File: src/hdl/srob_pkg.sv
/*
 * srob_pkg: constants and types shared by the status register one bank.
 * assumes: included first in compile order; nothing is imported, every use is scoped.
 */
package srob_pkg;

  // ***********************************************************************
  // register geometry
  // ***********************************************************************
  localparam int          REG_W         = 8;
  localparam int          LOCK_SEL_BIT  = 7;
  localparam int          PRG_FAIL_BIT  = 6;
  localparam int          ERS_FAIL_BIT  = 5;
  localparam int          BUSY_BIT      = 0;

  // ***********************************************************************
  // reset values and access classes
  // ***********************************************************************
  localparam logic [7:0]  FACTORY_DEFAULT = 8'h00;  // lock select off
  localparam logic [7:0]  NV_RW_MASK      = 8'h80;  // nonvolatile bits accepting writes
  localparam logic [7:0]  VOL_RW_MASK     = 8'h80;  // volatile bits accepting writes
  localparam logic [7:0]  OTP_MASK        = 8'h00;  // one-time programmable bits
  localparam logic [7:0]  ZERO_BYTE       = 8'h00;

  // ***********************************************************************
  // embedded operation states
  // ***********************************************************************
  typedef enum logic [1:0] {
    srob_op_idle,
    srob_op_program,
    srob_op_erase
  } srob_op_t;

endpackage

File: src/hdl/srob_ctl_if.sv
/*
 * srob_ctl_if: lock and failure-flag signals passed among the bank's modules.
 * assumes: instantiated inside the bank top only; no clocking of its own.
 */
`timescale 1ns/1ns
interface srob_ctl_if;
  logic lock_sel;
  logic single_spi;
  logic wp_level;
  logic write_unlocked;
  logic prg_fail;
  logic ers_fail;
  logic ready_busy;
  logic op_active;

  modport top (output lock_sel, single_spi, wp_level,
               input  write_unlocked, prg_fail, ers_fail, ready_busy, op_active);
  modport guard (input lock_sel, single_spi, wp_level, output write_unlocked);
  modport tracker (output prg_fail, ers_fail, ready_busy, op_active);
endinterface

File: src/hdl/srob_status_bank.sv
/*
 * srob_status_bank: paired nonvolatile/volatile status register one with
 * pin-based write lock and sticky program and erase failure flags.
 * assumes: a host transaction decoder turns serial commands into one-cycle
 * strobes synchronous to sys_clk; rst_n stands for power-up.
 */
//
// Functional notes
// - resets reload volatile bits from nonvolatile copy
// - nonvolatile write updates volatile copy too
// - volatile write leaves nonvolatile copy untouched
// - otp bits program once; read-only bits ignore writes
// - bit 7 selects pin lock, default off
// - single lane, lock set, pin low: ignore
// - protect pin high permits register writes unless busy
// - program failure sets bit 6
// - protected program attempt sets bit 6
// - bit 6 sticks until clear or reset
// - no standby while bit 6 set
// - erase failure sets bit 5
// - protected erase attempt sets bit 5
// - bit 5 sticks until clear or reset
// - no standby while bit 5 set
// - failure flags keep busy bit 0 set
//
`timescale 1ns/1ns
module srob_status_bank (
  // clock and reset
  input  wire logic        sys_clk,
  input  wire logic        rst_n,
  input  wire logic        hw_reset,
  input  wire logic        soft_reset,
  // pins and mode
  input  wire logic        wp_level,
  input  wire logic        single_spi,
  input  wire logic        chip_select_active,
  // register transactions
  input  wire logic        reg_write,
  input  wire logic        write_nonvolatile,
  input  wire logic [7:0]  write_data,
  input  wire logic        reg_read,
  input  wire logic        read_nonvolatile,
  input  wire logic        clear_fail_flags,
  // embedded operation events
  input  wire logic        op_start_program,
  input  wire logic        op_start_erase,
  input  wire logic        op_target_protected,
  input  wire logic        op_done,
  input  wire logic        op_failed,
  // register readout
  output logic [7:0]       read_data,
  output logic             write_done,
  output logic             write_ignored,
  // status outputs
  output logic             pin_write_lock_select,
  output logic             program_fail_flag,
  output logic             erase_fail_flag,
  output logic             ready_busy_flag,
  output logic             standby,
  output logic             config_write_permit
);

  // ***********************************************************************
  // state
  // ***********************************************************************
  typedef struct packed {
    logic [7:0] nonvolatile;
    logic [7:0] volatile_bits;
    logic [7:0] otp_done;
    logic [7:0] read_data;
    logic       write_done;
    logic       write_ignored;
  } srob_bank_t;

  localparam srob_bank_t BANK_RESET = '{
    nonvolatile:   srob_pkg::FACTORY_DEFAULT,
    volatile_bits: srob_pkg::FACTORY_DEFAULT,
    otp_done:      srob_pkg::ZERO_BYTE,
    read_data:     srob_pkg::ZERO_BYTE,
    write_done:    1'b0,
    write_ignored: 1'b0
  };

  srob_bank_t  bank;
  srob_bank_t  next_bank;
  logic        flag_reset;
  logic        write_blocked;
  logic [7:0]  nv_merged;

  srob_ctl_if ctl ();

  // ***********************************************************************
  // helpers
  // ***********************************************************************
  // merge a write into a stored byte honouring the access class of each bit
  function automatic logic [7:0] apply_write(
    input logic [7:0] old_value,
    input logic [7:0] data,
    input logic [7:0] rw_mask,
    input logic [7:0] otp_mask,
    input logic [7:0] otp_used
  );
    logic [7:0] otp_open;
    otp_open    = otp_mask & ~otp_used;
    apply_write = (old_value & ~(rw_mask | otp_open)) |
                  (data & (rw_mask | otp_open));
  endfunction

  // live view of the volatile register; bits 4:1 are not modelled, read zero
  function automatic logic [7:0] compose_status(
    input logic [7:0] vol,
    input logic       prg,
    input logic       ers,
    input logic       busy
  );
    logic [7:0] value;
    value                         = vol & srob_pkg::VOL_RW_MASK;
    value[srob_pkg::PRG_FAIL_BIT] = prg;
    value[srob_pkg::ERS_FAIL_BIT] = ers;
    value[srob_pkg::BUSY_BIT]     = busy;
    compose_status                = value;
  endfunction

  // ***********************************************************************
  // submodules
  // ***********************************************************************
  assign ctl.lock_sel   = bank.volatile_bits[srob_pkg::LOCK_SEL_BIT];
  assign ctl.single_spi = single_spi;
  assign ctl.wp_level   = wp_level;
  assign flag_reset     = hw_reset || soft_reset;

  srob_write_guard i_srob_write_guard (
    .ctl                 (ctl.guard)
  );

  srob_flag_tracker i_srob_flag_tracker (
    .sys_clk             (sys_clk),
    .rst_n               (rst_n),
    .flag_reset          (flag_reset),
    .op_start_program    (op_start_program),
    .op_start_erase      (op_start_erase),
    .op_target_protected (op_target_protected),
    .op_done             (op_done),
    .op_failed           (op_failed),
    .clear_fail_flags    (clear_fail_flags),
    .ctl                 (ctl.tracker)
  );

  // a write is dropped when locked or while the device reports busy
  assign write_blocked = !ctl.write_unlocked || ctl.ready_busy;

  // nonvolatile image after a write, shared by both copies
  assign nv_merged = apply_write(bank.nonvolatile, write_data, srob_pkg::NV_RW_MASK,
                                 srob_pkg::OTP_MASK, bank.otp_done);

  // ***********************************************************************
  // next state
  // ***********************************************************************
  always_comb begin
    next_bank               = bank;
    next_bank.write_done    = 1'b0;
    next_bank.write_ignored = 1'b0;
    if (flag_reset) begin
      // reset reload wins over a write arriving in the same cycle
      next_bank.volatile_bits = bank.nonvolatile;
    end else if (reg_write) begin
      if (write_blocked) begin
        next_bank.write_ignored = 1'b1;
      end else if (write_nonvolatile) begin
        next_bank.nonvolatile   = nv_merged;
        next_bank.volatile_bits = (bank.volatile_bits & ~srob_pkg::NV_RW_MASK) |
                                  (nv_merged & srob_pkg::NV_RW_MASK);
        next_bank.otp_done      = bank.otp_done | (write_data & srob_pkg::OTP_MASK);
        next_bank.write_done    = 1'b1;
      end else begin
        // nonvolatile copy keeps its contents on a volatile-only write
        next_bank.volatile_bits = apply_write(bank.volatile_bits, write_data,
                                              srob_pkg::VOL_RW_MASK,
                                              srob_pkg::ZERO_BYTE,
                                              srob_pkg::ZERO_BYTE);
        next_bank.write_done    = 1'b1;
      end
    end
    // reads capture a snapshot; values taken during a reset are not meaningful
    if (reg_read) begin
      if (read_nonvolatile) begin
        next_bank.read_data = bank.nonvolatile & srob_pkg::NV_RW_MASK;
      end else begin
        next_bank.read_data = compose_status(bank.volatile_bits, ctl.prg_fail,
                                             ctl.ers_fail, ctl.ready_busy);
      end
    end
  end

  // ***********************************************************************
  // state register
  // ***********************************************************************
  // power-up loads factory defaults into both copies
  always_ff @(posedge sys_clk) begin
    if (!rst_n) begin
      bank <= BANK_RESET;
    end else begin
      bank <= next_bank;
    end
  end

  // ***********************************************************************
  // outputs
  // ***********************************************************************
  assign read_data             = bank.read_data;
  assign write_done            = bank.write_done;
  assign write_ignored         = bank.write_ignored;
  assign pin_write_lock_select = bank.volatile_bits[srob_pkg::LOCK_SEL_BIT];
  assign program_fail_flag     = ctl.prg_fail;
  assign erase_fail_flag       = ctl.ers_fail;
  assign ready_busy_flag       = ctl.ready_busy;
  // standby only once deselected and every flag has been cleared
  assign standby               = !chip_select_active && !ctl.ready_busy;
  assign config_write_permit   = ctl.write_unlocked;   // gates config registers one to four

endmodule // srob_status_bank

File: src/hdl/srob_write_guard.sv
/*
 * srob_write_guard: decides whether status and configuration writes may proceed.
 * assumes: pin levels arrive synchronous to sys_clk; purely combinational.
 */
`timescale 1ns/1ns
module srob_write_guard (
  // control signals
  srob_ctl_if.guard ctl
);

  // ***********************************************************************
  // lock decision
  // ***********************************************************************
  // a high protect pin always unlocks; the lock only bites in single-lane mode
  always_comb begin
    ctl.write_unlocked = 1'b1;
    if (ctl.wp_level) begin
      ctl.write_unlocked = 1'b1;
    end else if (ctl.single_spi && ctl.lock_sel) begin
      ctl.write_unlocked = 1'b0;
    end
  end

endmodule // srob_write_guard

File: src/hdl/srob_flag_tracker.sv
/*
 * srob_flag_tracker: embedded program/erase tracking and sticky failure flags.
 * assumes: operation events are one-cycle pulses synchronous to sys_clk.
 */
`timescale 1ns/1ns
module srob_flag_tracker (
  // clock and reset
  input  wire logic  sys_clk,
  input  wire logic  rst_n,
  input  wire logic  flag_reset,
  // operation events
  input  wire logic  op_start_program,
  input  wire logic  op_start_erase,
  input  wire logic  op_target_protected,
  input  wire logic  op_done,
  input  wire logic  op_failed,
  input  wire logic  clear_fail_flags,
  // shared flags
  srob_ctl_if.tracker ctl
);

  typedef struct packed {
    srob_pkg::srob_op_t op;
    logic               prg;
    logic               ers;
  } srob_track_t;

  localparam srob_track_t TRACK_RESET = '{srob_pkg::srob_op_idle, 1'b0, 1'b0};

  srob_track_t state;
  srob_track_t next_state;
  logic        busy;

  // ***********************************************************************
  // next state
  // ***********************************************************************
  // clear comes first so a failure in the same cycle still lands
  always_comb begin
    next_state = state;
    busy = (state.op != srob_pkg::srob_op_idle) || state.prg || state.ers;
    if (clear_fail_flags) begin
      next_state.prg = 1'b0;
      next_state.ers = 1'b0;
    end
    case (state.op)
      srob_pkg::srob_op_idle: begin
        // new operations refused while any flag holds the device busy
        if (op_start_program && !busy) begin
          if (op_target_protected) begin
            next_state.prg = 1'b1;
          end else begin
            next_state.op = srob_pkg::srob_op_program;
          end
        end else if (op_start_erase && !busy) begin
          if (op_target_protected) begin
            next_state.ers = 1'b1;
          end else begin
            next_state.op = srob_pkg::srob_op_erase;
          end
        end
      end
      srob_pkg::srob_op_program: begin
        if (op_done) begin
          next_state.op = srob_pkg::srob_op_idle;
          if (op_failed) begin
            next_state.prg = 1'b1;
          end
        end
      end
      srob_pkg::srob_op_erase: begin
        if (op_done) begin
          next_state.op = srob_pkg::srob_op_idle;
          if (op_failed) begin
            next_state.ers = 1'b1;
          end
        end
      end
      default: begin
        next_state.op = srob_pkg::srob_op_idle;
      end
    endcase
    if (flag_reset) begin
      next_state = TRACK_RESET;
    end
  end

  // ***********************************************************************
  // state register
  // ***********************************************************************
  always_ff @(posedge sys_clk) begin
    if (!rst_n) begin
      state <= TRACK_RESET;
    end else begin
      state <= next_state;
    end
  end

  // busy stays up while a flag is set, so standby waits on the clear
  assign ctl.prg_fail   = state.prg;
  assign ctl.ers_fail   = state.ers;
  assign ctl.ready_busy = busy;
  assign ctl.op_active  = (state.op != srob_pkg::srob_op_idle);

endmodule // srob_flag_tracker

File: config.mk
export PLATFORM = sky130hd
export DESIGN_NAME = srob_status_bank
export DESIGN_NICKNAME = d
export VERILOG_FILES = /design/src/hdl/srob_pkg.sv /design/src/hdl/srob_ctl_if.sv /design/src/hdl/srob_status_bank.sv /design/src/hdl/srob_write_guard.sv /design/src/hdl/srob_flag_tracker.sv
export SDC_FILE = /design/constraint.sdc
export NUM_CORES = 1
export LEC_CHECK = 0
export ABC_AREA = 0
export BUFFER_PORTS_ARGS = -buffer_cell sky130_fd_sc_hd__buf_2
export CAP_MARGIN = 20
export CORE_MARGIN = 5
export CORE_UTILIZATION = 36
export DETAILED_ROUTE_END_ITERATION = 6
export PLACE_DENSITY = 0.82
export SLEW_MARGIN = 10
export SYNTH_ARGS = -nofsm -noshare
export SYNTH_HDL_FRONTEND = slang
export SYNTH_SLANG_ARGS = --single-unit
File: constraint.sdc
create_clock -name sys_clk -period 1.2 [get_ports sys_clk]
set_input_delay 0.18 -clock sys_clk [delete_from_list [all_inputs] [get_ports sys_clk]]
set_output_delay 0.18 -clock sys_clk [all_outputs]
set_load 0.1 [all_outputs]
## Word level (Yosys, flattened, before mapping)

Cells that the tools add are included.
Widths: inputs -> output; s select.

- Bits in registers: 30
- Output and inout port bits: 16

- Eq/ne operators: 8
- Multiplexer cells: 27
- Bitwise logic cells: 7
- Reduce and logical (&&, ||, !) cells: 19

Operators with widths:

| operator | count |
|---|---|
| $mux 16 | 2 |
| $mux 8 | 3 |
| $or 7x8->8 | 3 |
| $mux 1 | 12 |
| $mux 2 | 6 |
| $ne 2x2->1 const B | 3 |
| $ne 3x3->1 const B | 2 |
| $pmux 2 s3 | 1 |
| $reduce_and 5->1 | 1 |
| $logic_and 1x1->1 | 4 |
| $logic_or 1x1->1 | 4 |
| $not 1->1 | 4 |
| $pmux 1 s2 | 2 |
| $reduce_and 4->1 | 1 |
| $reduce_bool 2->1 | 2 |
| $logic_not 1->1 | 3 |
| $mux 3 | 1 |
| $ne 3x1->1 const B | 1 |
| $reduce_or 3->1 | 1 |
| $eq 2x1->1 const B | 1 |
| $eq 2x2->1 const B | 1 |
| $logic_not 2->1 | 1 |
| $reduce_and 2->1 | 1 |
| $reduce_or 2->1 | 1 |

## Longest topological paths before layout

Gate-level depths: netlist of run 1.

- Word-level depth: 8
- Gate-level depth with buffers: 3

## Cells and area by module

Synthesis of run 1 repeated with hierarchy kept, for this count alone.

- Cells, all modules: 71
- Area, all modules: 631.9 um^2

Modules (own cells, without submodules):

| module | instances | cells each | area each (um^2) | sequential area each (um^2) |
|---|---|---|---|---|
| srob_status_bank | 1 | 46 | 405.4 | 160.2 |
| srob_flag_tracker | 1 | 24 | 219.0 | 80.1 |
| srob_write_guard | 1 | 1 | 7.5 | 0.0 |

## Least setup slack after synthesis of run 1

OpenSTA, ideal clock, no wires.

- Path type: register -> output
- Start: register i_srob_flag_tracker.state, in the netlist i_srob_flag_tracker.ctl.prg_fail
- End: output standby
- Data arrival time: 3.046 ns
- Required time: 1.020 ns
- Path slack: -2.026 ns
- Cell stages (with the launch flop): 4
- Buffers on the path: 0
- Cell sequence: dfxtp_1 nor4_4 inv_1 nor2_1

- Longest elaborated chain between the ends: 4

RTL lines:

| item | RTL line | source |
|---|---|---|
| start, declared | srob_flag_tracker.sv:30 | `srob_track_t state;` |
| start signal, assigned | srob_flag_tracker.sv:94 | `state <= next_state;` |
| $logic_or 1x1->1 (2 in a row) | srob_flag_tracker.sv:40 | `busy = (state.op != srob_pkg::srob_op_idle) \|\| state.prg \|\| state.ers;` |
| net ready_busy_flag | srob_status_bank.sv:58 | `output logic ready_busy_flag,` |
| $logic_not 1->1 | srob_status_bank.sv:218 | `assign standby = !chip_select_active && !ctl.ready_busy;` |
| $logic_and 1x1->1 | srob_status_bank.sv:218 |  |
| end, declared | srob_status_bank.sv:59 | `output logic standby,` |

The timed path passes the listed nets, and every way through them passes these cells.

## Final worst setup path of run 1

- Start: register i_srob_flag_tracker.state, in the netlist i_srob_flag_tracker.ctl.ers_fail
- End: output standby

- Longest elaborated chain between the ends: 3

RTL lines:

| item | RTL line |
|---|---|
| $logic_or 1x1->1 | srob_flag_tracker.sv:40 |
| $logic_not 1->1 | srob_status_bank.sv:218 |
| $logic_and 1x1->1 | srob_status_bank.sv:218 |

Every way passes these cells.

==> summary.md, run 1 <==
| Metric | Value |
|---|---|
| Outcome | complete, but fails checks |
| Failing checks | negative setup slack |
| Routed vias/inst | between 4 and 5 |
| Initial DRT Pass Iterations | 4 |
| Initial antenna violation count | 0 |
| Global route overflow | 0 |
| Post-synth EDFFs | 0 |
| Initial DRC count | 8 |
| Worst Skew | between 0.007 and 0.008 ns |
| Largest net degree at the start of global routing | 9 |
| # port buffers | 29 |
| Starting density of the core | between 30% and 40% |
| Routed wire length | 1830 µm |
| DR WL/cell | between 10 and 15 µm |
| Setup violations, final | 9 |
| CTS max path bufs | 2 |
| Slack of the critical path | -0.465 ns |
| Synth unique cells | 30 |
| Clock Tree Root | clkbuf_4 |
| Synth Area per Inst | between 8 and 9 µm² |
| Top delay family on crit path | simple AND/OR/NAND/NOR gates |
| Pwr Total | ~0.97 mW |
| Total count of max-transition violations in the final report | 0 |
| Commonest non-fill, non-tap cell in the layout | buf_2 |
| HPWL after DPL | approximately 1500 µm |
| Vias in the first global route | between 700 and 800 |
| RSZ-0062 raised after global routing | true |
| Floorplan core area | between 1500 and 2000 µm² |
| Die area | between 2000 and 3000 µm² |
| Ports | around 40 |
| Chip height | 52.2 µm |
| WP data required | about 1 ns |
| Synth Register Bits | 12 |
| GPL Wtd Cong | approximately 0.74 |
| ANT nets after route | 0 |
| CTS Buf Count | 3 |
| Cell Chain, Critical Path | nor4_4 > clkinvlp_4 > nor2_4 > buf_12 |
| Hold Path Class | in -> reg |
| Pwr Density | 861 nW/µm² |
| Asr flop ratio synth | 0% |
| CTS hold repair buffers | 0 |
| Cells after DPL | 130 |
| Slowest-stage cell, CP | dfxtp_4 |
| Finished Layout Cells | roughly 140 |
| Clk_lat worst skew | 0.27 ns |
| Synth warn | 0 |
| First-pass GRT wire length | 2960 µm |
| Max VDD drop | roughly 0.6 mV |
| Most frequent cells in the layout | buf_2, buf_12, buf_4, dfxtp_1, nand2_1 |
| Layout area overhead | 75.6% |
| Post-Synthesis Cells | 73 |
| Layout fillers | about 130 |
| Fin crit period | between 1.5 and 2 ns |
| Sequential fraction of the synthesis area | a little under two fifths |
| CTS clk-pin slew, worst paths | roughly 0.080 ns |
| Fin crit share | 139% |
| Antenna cell count | 0 |
| Crit start category | register |
| Worst min-delay path startpoint | write_data[7] |
| Fmax | around 600 MHz |
| H-Tree Depth | 1 |
| Pleak | 0.483 nW |
| CP peak stage delay | between 0.3 and 0.4 ns |
| Gr usage total | roughly 15% |
| Crit end category | primary output |
| Max cap viols | 0 |
| Via count | 684 |
| Place WS | -0.192 ns |
| Final Hold Viols | 0 |
| Worst r2r src | i_srob_flag_tracker.ctl.ers_fail |
| Setup crit start | i_srob_flag_tracker.ctl.ers_fail |
| Crit path max fanout | 2 |
| Worst path buffer plus inverter count | 2 |
| Post-Syn Area | approximately 640 µm² |
| # DRC | 0 |
| Fraction of layout cells with a size suffix above 1 | 50.9% |
| DIE WIDTH | 52.2 µm |
| CTS tree | yes |
| Arr. time, crit path | 1.48 ns |
| Ys flop type | dfxtp_1 |
| CTS sink cnt | 12 |
| Floorplan row count | 15 |
| Layout Nets | 140 |
| WS Path Type | reg -> out |
-- synth_stat cells (all sizes together) (2+ instances only) --
library cell   n  area share, %
a31oi          2            2.0
and2           2            2.3
buf            8            9.4
dfxtp         12             37
inv            6            3.5
nand2          7            4.1
nand2b         3            2.9
nand4b         3            4.1
nor2           4            2.3
nor2b          2            2.0
nor3           2            1.6
nor3b          3            3.5
o22ai          2            2.0
-- cells by family after synthesis --
| logic type | share of synthesized area [%] |
|---|---|
| buffers and inverters | 12.9 |
| AOI/OAI and AO/OA | 15.2 |
| and+or+nand+nor | 32.2 |
| DFF | 37.5 |
| other | 0.585 |
| muxes | 1.56 |
-- power breakdown --
group | switching, mW | internal [mW] | total (mW)
registers | 0.00695 | 0.400 | 0.407
logic | 0.200 | 0.102 | 0.302
clock network | 0.130 | 0.128 | 0.259
total | 0.338 | 0.631 | 0.968
-- metal layers --
| metal | up-vias | wire [µm] | track usage, % | part of all wire, % |
|---|---|---|---|---|
| met4 | 0 | 12 | 7.66 | 0.66 |
| met2 | 28 | 977 | 26.6 | 54 |
| li1 | 335 | - | - | - |
| met1 | 319 | 708 | 15.3 | 39 |
| met5 | - | 0 | 0 | 0 |
| met3 | 2 | 128 | 3.70 | 7.0 |
-- area by class of cell --
type / count / area (µm²) / share of cell area (%)
repair buffers: 42 / 425 / 37.8
multi-input cells: 50 / 364 / 32.4
flip-flops and latches: 12 / 251 / 22.4
well taps: 25 / 31.3 / 2.78
clock buffers: 4 / 26.3 / 2.34
inverters: 6 / 26.3 / 2.34
-- worst reg2reg max path, cell delays in order, from the launching register on --
cell	delay, ns
dfxtp_4	0.36
nor4_4	0.36
buf_4	0.20
a311oi_1	0.09
a211o_1	0.23
-- what timing repair did --
action                                  in CTS  in global routing
buffers inserted                             3                  2
endpoints found under the setup margin      11                  9
pin swaps                                    6                  8
gates resized for setup                      5                  5
-- registers in the layout, indices dropped and copies added (netlist names) --
register	count
i_srob_flag_tracker.ctl.ers_fail	1
i_srob_flag_tracker.state	2
write_ignored	1
read_data	4
write_done	1
i_srob_flag_tracker.ctl.prg_fail	1
pin_write_lock_select	1
bank	1
-- path summary, 6_finish.rpt --
check / end / slack [ns] / cells after the start
setup / recovery: standby / -0.46 / 4
hold / removal: pin_write_lock_select / 0.16 / 2
setup reg to reg: pin_write_lock_select / -0.16 / 4
hold reg to reg: bank[33] / 0.49 / 2
-- stage by stage --
stage	TNS (ns)	hold slack, ns	area (µm²)	util [%]
CTS	-1.52	0.151	1090	63.6
detailed placement	-0.923	0.421	1020	59.5
floorplan	-5.10	0.296	674	-
finish	-1.48	0.162	1120	65.9
global route	-2.20	0.163	1120	65.9
global placement	-0.554	0.422	1020	59.5
Power figures use the tool's default switching activity.
==> inputs of run 2 (changes only) <==
--- a/config.mk
+++ b/config.mk
@@ -8,10 +8,13 @@
 export ABC_AREA = 0
 export BUFFER_PORTS_ARGS = -buffer_cell sky130_fd_sc_hd__buf_2
 export CAP_MARGIN = 20
-export CORE_MARGIN = 5
-export CORE_UTILIZATION = 36
+export CELL_PAD_IN_SITES_DETAIL_PLACEMENT = 1
+export CELL_PAD_IN_SITES_GLOBAL_PLACEMENT = 1
+export CORE_ASPECT_RATIO = 1.75
+export CORE_MARGIN = 2
+export CORE_UTILIZATION = 25
 export DETAILED_ROUTE_END_ITERATION = 6
-export PLACE_DENSITY = 0.82
+export PLACE_DENSITY = 0.83
 export SLEW_MARGIN = 10
 export SYNTH_ARGS = -nofsm -noshare
 export SYNTH_HDL_FRONTEND = slang
==> summary.md, run 2 (synthesis gave the netlist of run 1 again) <==
| Metric | Value |
|---|---|
| Fin crit share | 133% (-5.8 points) |
| R2r setup slk | -0.15 ns (about the same) |
| Outcome | complete, but fails checks |
| Fin crit period | 1.59 ns (-0.0701 ns) |
| Failing checks | negative setup slack |
| Routed vias/inst | 4.93 (+0.18%) |
| H-Tree Depth | 1 (unchanged) |
| Layout area overhead | 84.6% |
| Total count of max-transition violations in the final report | 0 (unchanged) |
| Comb power frac | 26.8% (-4.4 points) |
| Global route overflow | 0 (unchanged) |
| Initial antenna violation count | 0 (unchanged) |
| WP data required | 1.02 ns (about the same) |
| Antenna cell count | 0 (unchanged) |
| WS Path Type | reg -> out |
| DIE WIDTH | 42.3 µm (-19%) |
| Final core utilization | 48.0% (-18 points) |
| Slack of the critical path | -0.395 ns (+0.0701 ns) |
| Initial DRT Pass Iterations | 2 (-2) |
| Gr usage total | 15.0% (+0.32 points) |
| Largest register FFs | 4 (unchanged) |
| CTS sink cnt | 12 (unchanged) |
| Final Hold Viols | 0 (unchanged) |
| Ports | 41 (unchanged) |
| # DRC | 0 (unchanged) |
| Layout Nets | 142 (+1.4%) |
| Floorplan row count | 24 (+9) |
| Cell area after layout | 1180 µm² (+5.1%) |
| Initial DRC count | 6 (-2) |
| Sw Ratio | 31.3% (-3.6 points) |
| Crit start category | register |
| Clk_lat worst skew | 0.24 ns (-0.03 ns) |
| RSZ-0062 raised after global routing | true |
| CTS tree | yes |
| Die area | 3000 µm² (+10%) |
| GPL Wtd Cong | 0.740 (-0.46%) |
| Largest net degree at the start of global routing | 9 (unchanged) |
| Commonest non-fill, non-tap cell in the layout | buf_2 |
| Fmax | 627 MHz (+4.4%) |
| Pleak | 0.507 nW (+5.0%) |
| Worst Skew | 0.000401 ns (-0.00708 ns) |
| ANT nets after route | 0 (unchanged) |
| Hold Path Class | in -> reg |
| Clock network fraction of total power | 38.0% (+11 points) |
| R2R depth | 5 (+1) |
| Via count | 700 (+2.3%) |
| Fraction of layout cells with a size suffix above 1 | 53.4% (+2.6 points) |
| Routed wire length | 2050 µm (+12%) |
| CTS Buf Count | 3 (unchanged) |
| Floorplan core area | 2460 µm² (+44%) |
| DR WL/cell | 14.4 µm (+10%) |
| Clock Tree Root | clkbuf_8 |
| First-pass GRT wire length | 3430 µm (+16%) |
| Setup violations, final | 7 (-2) |
| HPWL after DPL | 1570 µm (+7.7%) |
| Net Switching | 0.363 mW (+7.4%) |
| Chip height | 71.0 µm (+36%) |
| Hold Path Cell Cnt | 2 (unchanged) |
| Most frequent cells in the layout | buf_2, buf_12, buf_4, dfxtp_1, nand2_1 |
| CTS max path bufs | 2 (unchanged) |
| # port buffers | 29 (unchanged) |
| Vias in the first global route | 761 (+6.9%) |
| CTS clk-pin slew, worst paths | 0.05 ns (-0.03 ns) |
| Sequential Power Share | 35.2% (-6.8 points) |
| Arr. time, crit path | 1.41 ns (-0.07 ns) |
| Dpl cell area | 1020 µm² (+0.86%) |
| Pwr Density | 981 nW/µm² (+14%) |
| Max cap viols | 0 (unchanged) |
| Crit path max fanout | 2 (unchanged) |
| Crit end category | primary output |
| Max VDD drop | 0.483 mV (-20%) |
| Starting density of the core | 26.0% (-11 points) |
| P_int | 0.798 mW (+26%) |
## run 2: power groups by stage
stage                     clock [mW]  sequential [mW]  combinational [mW]
after floorplan                    0            0.439               0.168
after global placement             0            0.417               0.278
after detailed placement           0            0.418               0.284
after CTS                      0.452            0.409               0.306
after global routing           0.468            0.409               0.328
final                          0.441            0.408               0.311
## run 2: timing repair
action	CTS	global route
buffers inserted	6	1
pin swaps	8	6
gates resized for setup	11	3
endpoints found under the setup margin	9	11
hold buffers	0	0
## run 2: per-layer routing
| metal | track usage (%) | part of all wire [%] | up-vias |
|---|---|---|---|
| li1 | - | - | 339 |
| met1 | 14.9 | 36 | 331 |
| met2 | 28.5 | 58 | 24 |
| met3 | 2.55 | 3.9 | 6 |
| met4 | 7.29 | 2.5 | 0 |
| met5 | 0 | 0 | - |
## run 2: final timing paths
path                                 to                             start
setup / recovery                standby  i_srob_flag_tracker.ctl.prg_fail
hold / removal    pin_write_lock_select                     write_data[7]
setup reg to reg               bank[33]  i_srob_flag_tracker.ctl.prg_fail
hold reg to reg                bank[33]                          bank[33]
## run 2: critical path, cell delays in order, from the launching register on
cell and delay [ns]:
dfxtp_4 0.35, nor4_4 0.34, clkinvlp_4 0.19, nor2_4 0.12, buf_12 0.18
## run 2: area by class of cell
class | instances | area [µm²]
inverter | 6 | 26.3
multi-input combinational | 50 | 369
fill | 289 | 1280
sequential | 12 | 251
clock buffer | 4 | 55.1
tap | 26 | 32.5
timing repair buffer | 44 | 448
## run 2: through the flow
| stage | setup WS, ns | cells | hold slack, ns | total power, mW | setup TNS, ns |
|---|---|---|---|---|---|
| detailed placement | -0.156 | 132 | 0.419 | 0.702 | -0.676 |
| floorplan | -1.11 | 76 | 0.296 | 0.607 | -5.10 |
| CTS | -0.419 | 142 | 0.200 | 1.17 | -1.37 |
| finish | -0.395 | 142 | 0.214 | 1.16 | -1.24 |
| global route | -0.487 | 142 | 0.217 | 1.20 | -1.92 |
| global placement | -0.158 | 132 | 0.421 | 0.696 | -0.564 |
==> inputs of run 3 (changes only) <==
--- a/config.mk
+++ b/config.mk
@@ -15,6 +15,8 @@
 export CORE_UTILIZATION = 25
 export DETAILED_ROUTE_END_ITERATION = 6
 export PLACE_DENSITY = 0.83
+export SETUP_SLACK_MARGIN = 0.1
+export SKIP_CTS_REPAIR_TIMING = 1
 export SLEW_MARGIN = 10
 export SYNTH_ARGS = -nofsm -noshare
 export SYNTH_HDL_FRONTEND = slang
==> summary.md, run 3 (synthesis gave the netlist of run 1 again) <==
| Metric | Value |
|---|---|
| CTS tree | yes |
| Crit path max fanout | 3 (+1) |
| Fmax | 612 MHz (-2.3%) |
| Antenna cell count | 0 (unchanged) |
| Initial antenna violation count | 0 (unchanged) |
| Pwr Total | 1.17 mW (+1.2%) |
| R2R depth | 4 (-1) |
| DR WL/cell | 15.0 µm (+4.0%) |
| Failing checks | negative setup slack |
| Commonest non-fill, non-tap cell in the layout | buf_2 |
| Cell Chain, Critical Path | nor4_4 > clkinvlp_4 > nor2_4 > buf_12 |
| Crit start category | register |
| Arr. time, crit path | 1.45 ns (+0.04 ns) |
| Slack of the critical path | -0.433 ns (-0.0382 ns) |
| Hold Path Cell Cnt | 2 (unchanged) |
| Floorplan core area | 2460 µm² (unchanged) |
| Slowest-stage cell, CP | dfxtp_4 |
| Largest net degree at the start of global routing | 9 (unchanged) |
| ANT nets after route | 0 (unchanged) |
| Gr usage total | 13.8% (-1.2 points) |
| Worst Skew | 0.00522 ns (+0.00482 ns) |
| Initial DRC count | 2 (-4) |
| HPWL after DPL | 1570 µm (unchanged) |
| Fin crit period | 1.63 ns (+0.0382 ns) |
| Clk_lat worst skew | 0.25 ns (about the same) |
| Most frequent cells in the layout | buf_2, buf_12, dfxtp_1, buf_4, nand2_1 |
| Initial DRT Pass Iterations | 2 (unchanged) |
| Max VDD drop | 0.483 mV (about the same) |
| Layout area overhead | 80.3% |
| Starting density of the core | 26.0% (unchanged) |
| Max cap viols | 0 (unchanged) |
| Setup violations, final | 8 (+1) |
| RSZ-0062 raised after global routing | true |
| Layout Nets | 138 (-2.8%) |
| Pwr Density | 1020 nW/µm² (+3.6%) |
| Largest register FFs | 4 (unchanged) |
| Outcome | complete, but fails checks |
| Floorplan row count | 24 (unchanged) |
| Ports | 41 (unchanged) |
| DIE WIDTH | 42.3 µm (unchanged) |
| WS Path Type | reg -> out |
| Clock Tree Root | clkbuf_8 |
| # DRC | 0 (unchanged) |
| # port buffers | 29 (unchanged) |
| Routed vias/inst | 4.93 (+0.11%) |
| Fin crit share | 136% (+3.2 points) |
| First-pass GRT wire length | 3200 µm (-6.6%) |
| Total count of max-transition violations in the final report | 0 (unchanged) |
| Finished Layout Cells | 138 (-2.8%) |
| GPL Wtd Cong | 0.740 (unchanged) |
| WP data required | 1.02 ns (about the same) |
| CP peak stage delay | 0.36 ns (about the same) |
| CTS sink cnt | 12 (unchanged) |
| Final core utilization | 46.9% (-1.1 points) |
| Pleak | 0.489 nW (-3.5%) |
| Chip height | 71.0 µm (unchanged) |
| CTS clk-pin slew, worst paths | 0.06 ns (about the same) |
| Hold Path Class | in -> reg |
| Final Hold Viols | 0 (unchanged) |
| Global route overflow | 0 (unchanged) |
| Crit end category | primary output |
| Cells after DPL | 132 (unchanged) |
| Via count | 681 (-2.7%) |
| Fraction of layout cells with a size suffix above 1 | 53.6% (+0.12 points) |
| CTS max path bufs | 2 (unchanged) |
| Die area | 3000 µm² (unchanged) |
| Vias in the first global route | 738 (-3.0%) |
| H-Tree Depth | 1 (unchanged) |
| CTS Buf Count | 3 (unchanged) |
| Routed wire length | 2070 µm (+1.0%) |
-- run 3: final timing paths --
path | start | endpoint | slack (ns)
max | i_srob_flag_tracker.ctl.ers_fail | standby | -0.43
min | write_data[7] | pin_write_lock_select | 0.20
max reg2reg | i_srob_flag_tracker.ctl.ers_fail | pin_write_lock_select | -0.19
min reg2reg | bank[33] | bank[33] | 0.52
-- run 3: power breakdown --
group          total [mW]  internal (mW)  switching, mW  leakage, nW
logic               0.306          0.102          0.204        0.361
clock network       0.458          0.291          0.167       0.0288
registers           0.409          0.401        0.00786       0.0995
total                1.17          0.794          0.379        0.489
-- run 3: metal layers --
layer  vias to the layer above  global-route usage [%]  share of wire [%]
met2                        21                    26.5                 56
met1                       327                    13.8                 36
met3                         5                    2.30                4.3
met5                         -                       0                  0
li1                        328                       -                  -
met4                         0                    6.25                2.9
-- run 3: stage by stage --
| stage | setup WS, ns | TNS [ns] | area, µm² | hold slack, ns |
|---|---|---|---|---|
| after floorplan | -1.11 | -5.10 | 674 | 0.296 |
| after global placement | -0.158 | -0.564 | 1020 | 0.421 |
| after detailed placement | -0.156 | -0.676 | 1020 | 0.419 |
| after CTS | -0.429 | -1.37 | 1080 | 0.200 |
| after global routing | -0.508 | -2.02 | 1150 | 0.204 |
| final | -0.433 | -1.45 | 1150 | 0.202 |
-- run 3: cell type report --
cell class	count	area, µm²
clock buffers	4	55.1
multi-input cells	50	379
flip-flops and latches	12	251
fillers	286	1310
well taps	26	32.5
inverters	6	26.3
repair buffers	40	410
-- run 3: worst max-delay path: cells and delay by family, from the launching register on --
| family | cells | cell delay [ns] |
|---|---|---|
| buf+inv | 2 | 0.37 |
| flops | 1 | 0.36 |
| simple gates | 2 | 0.48 |
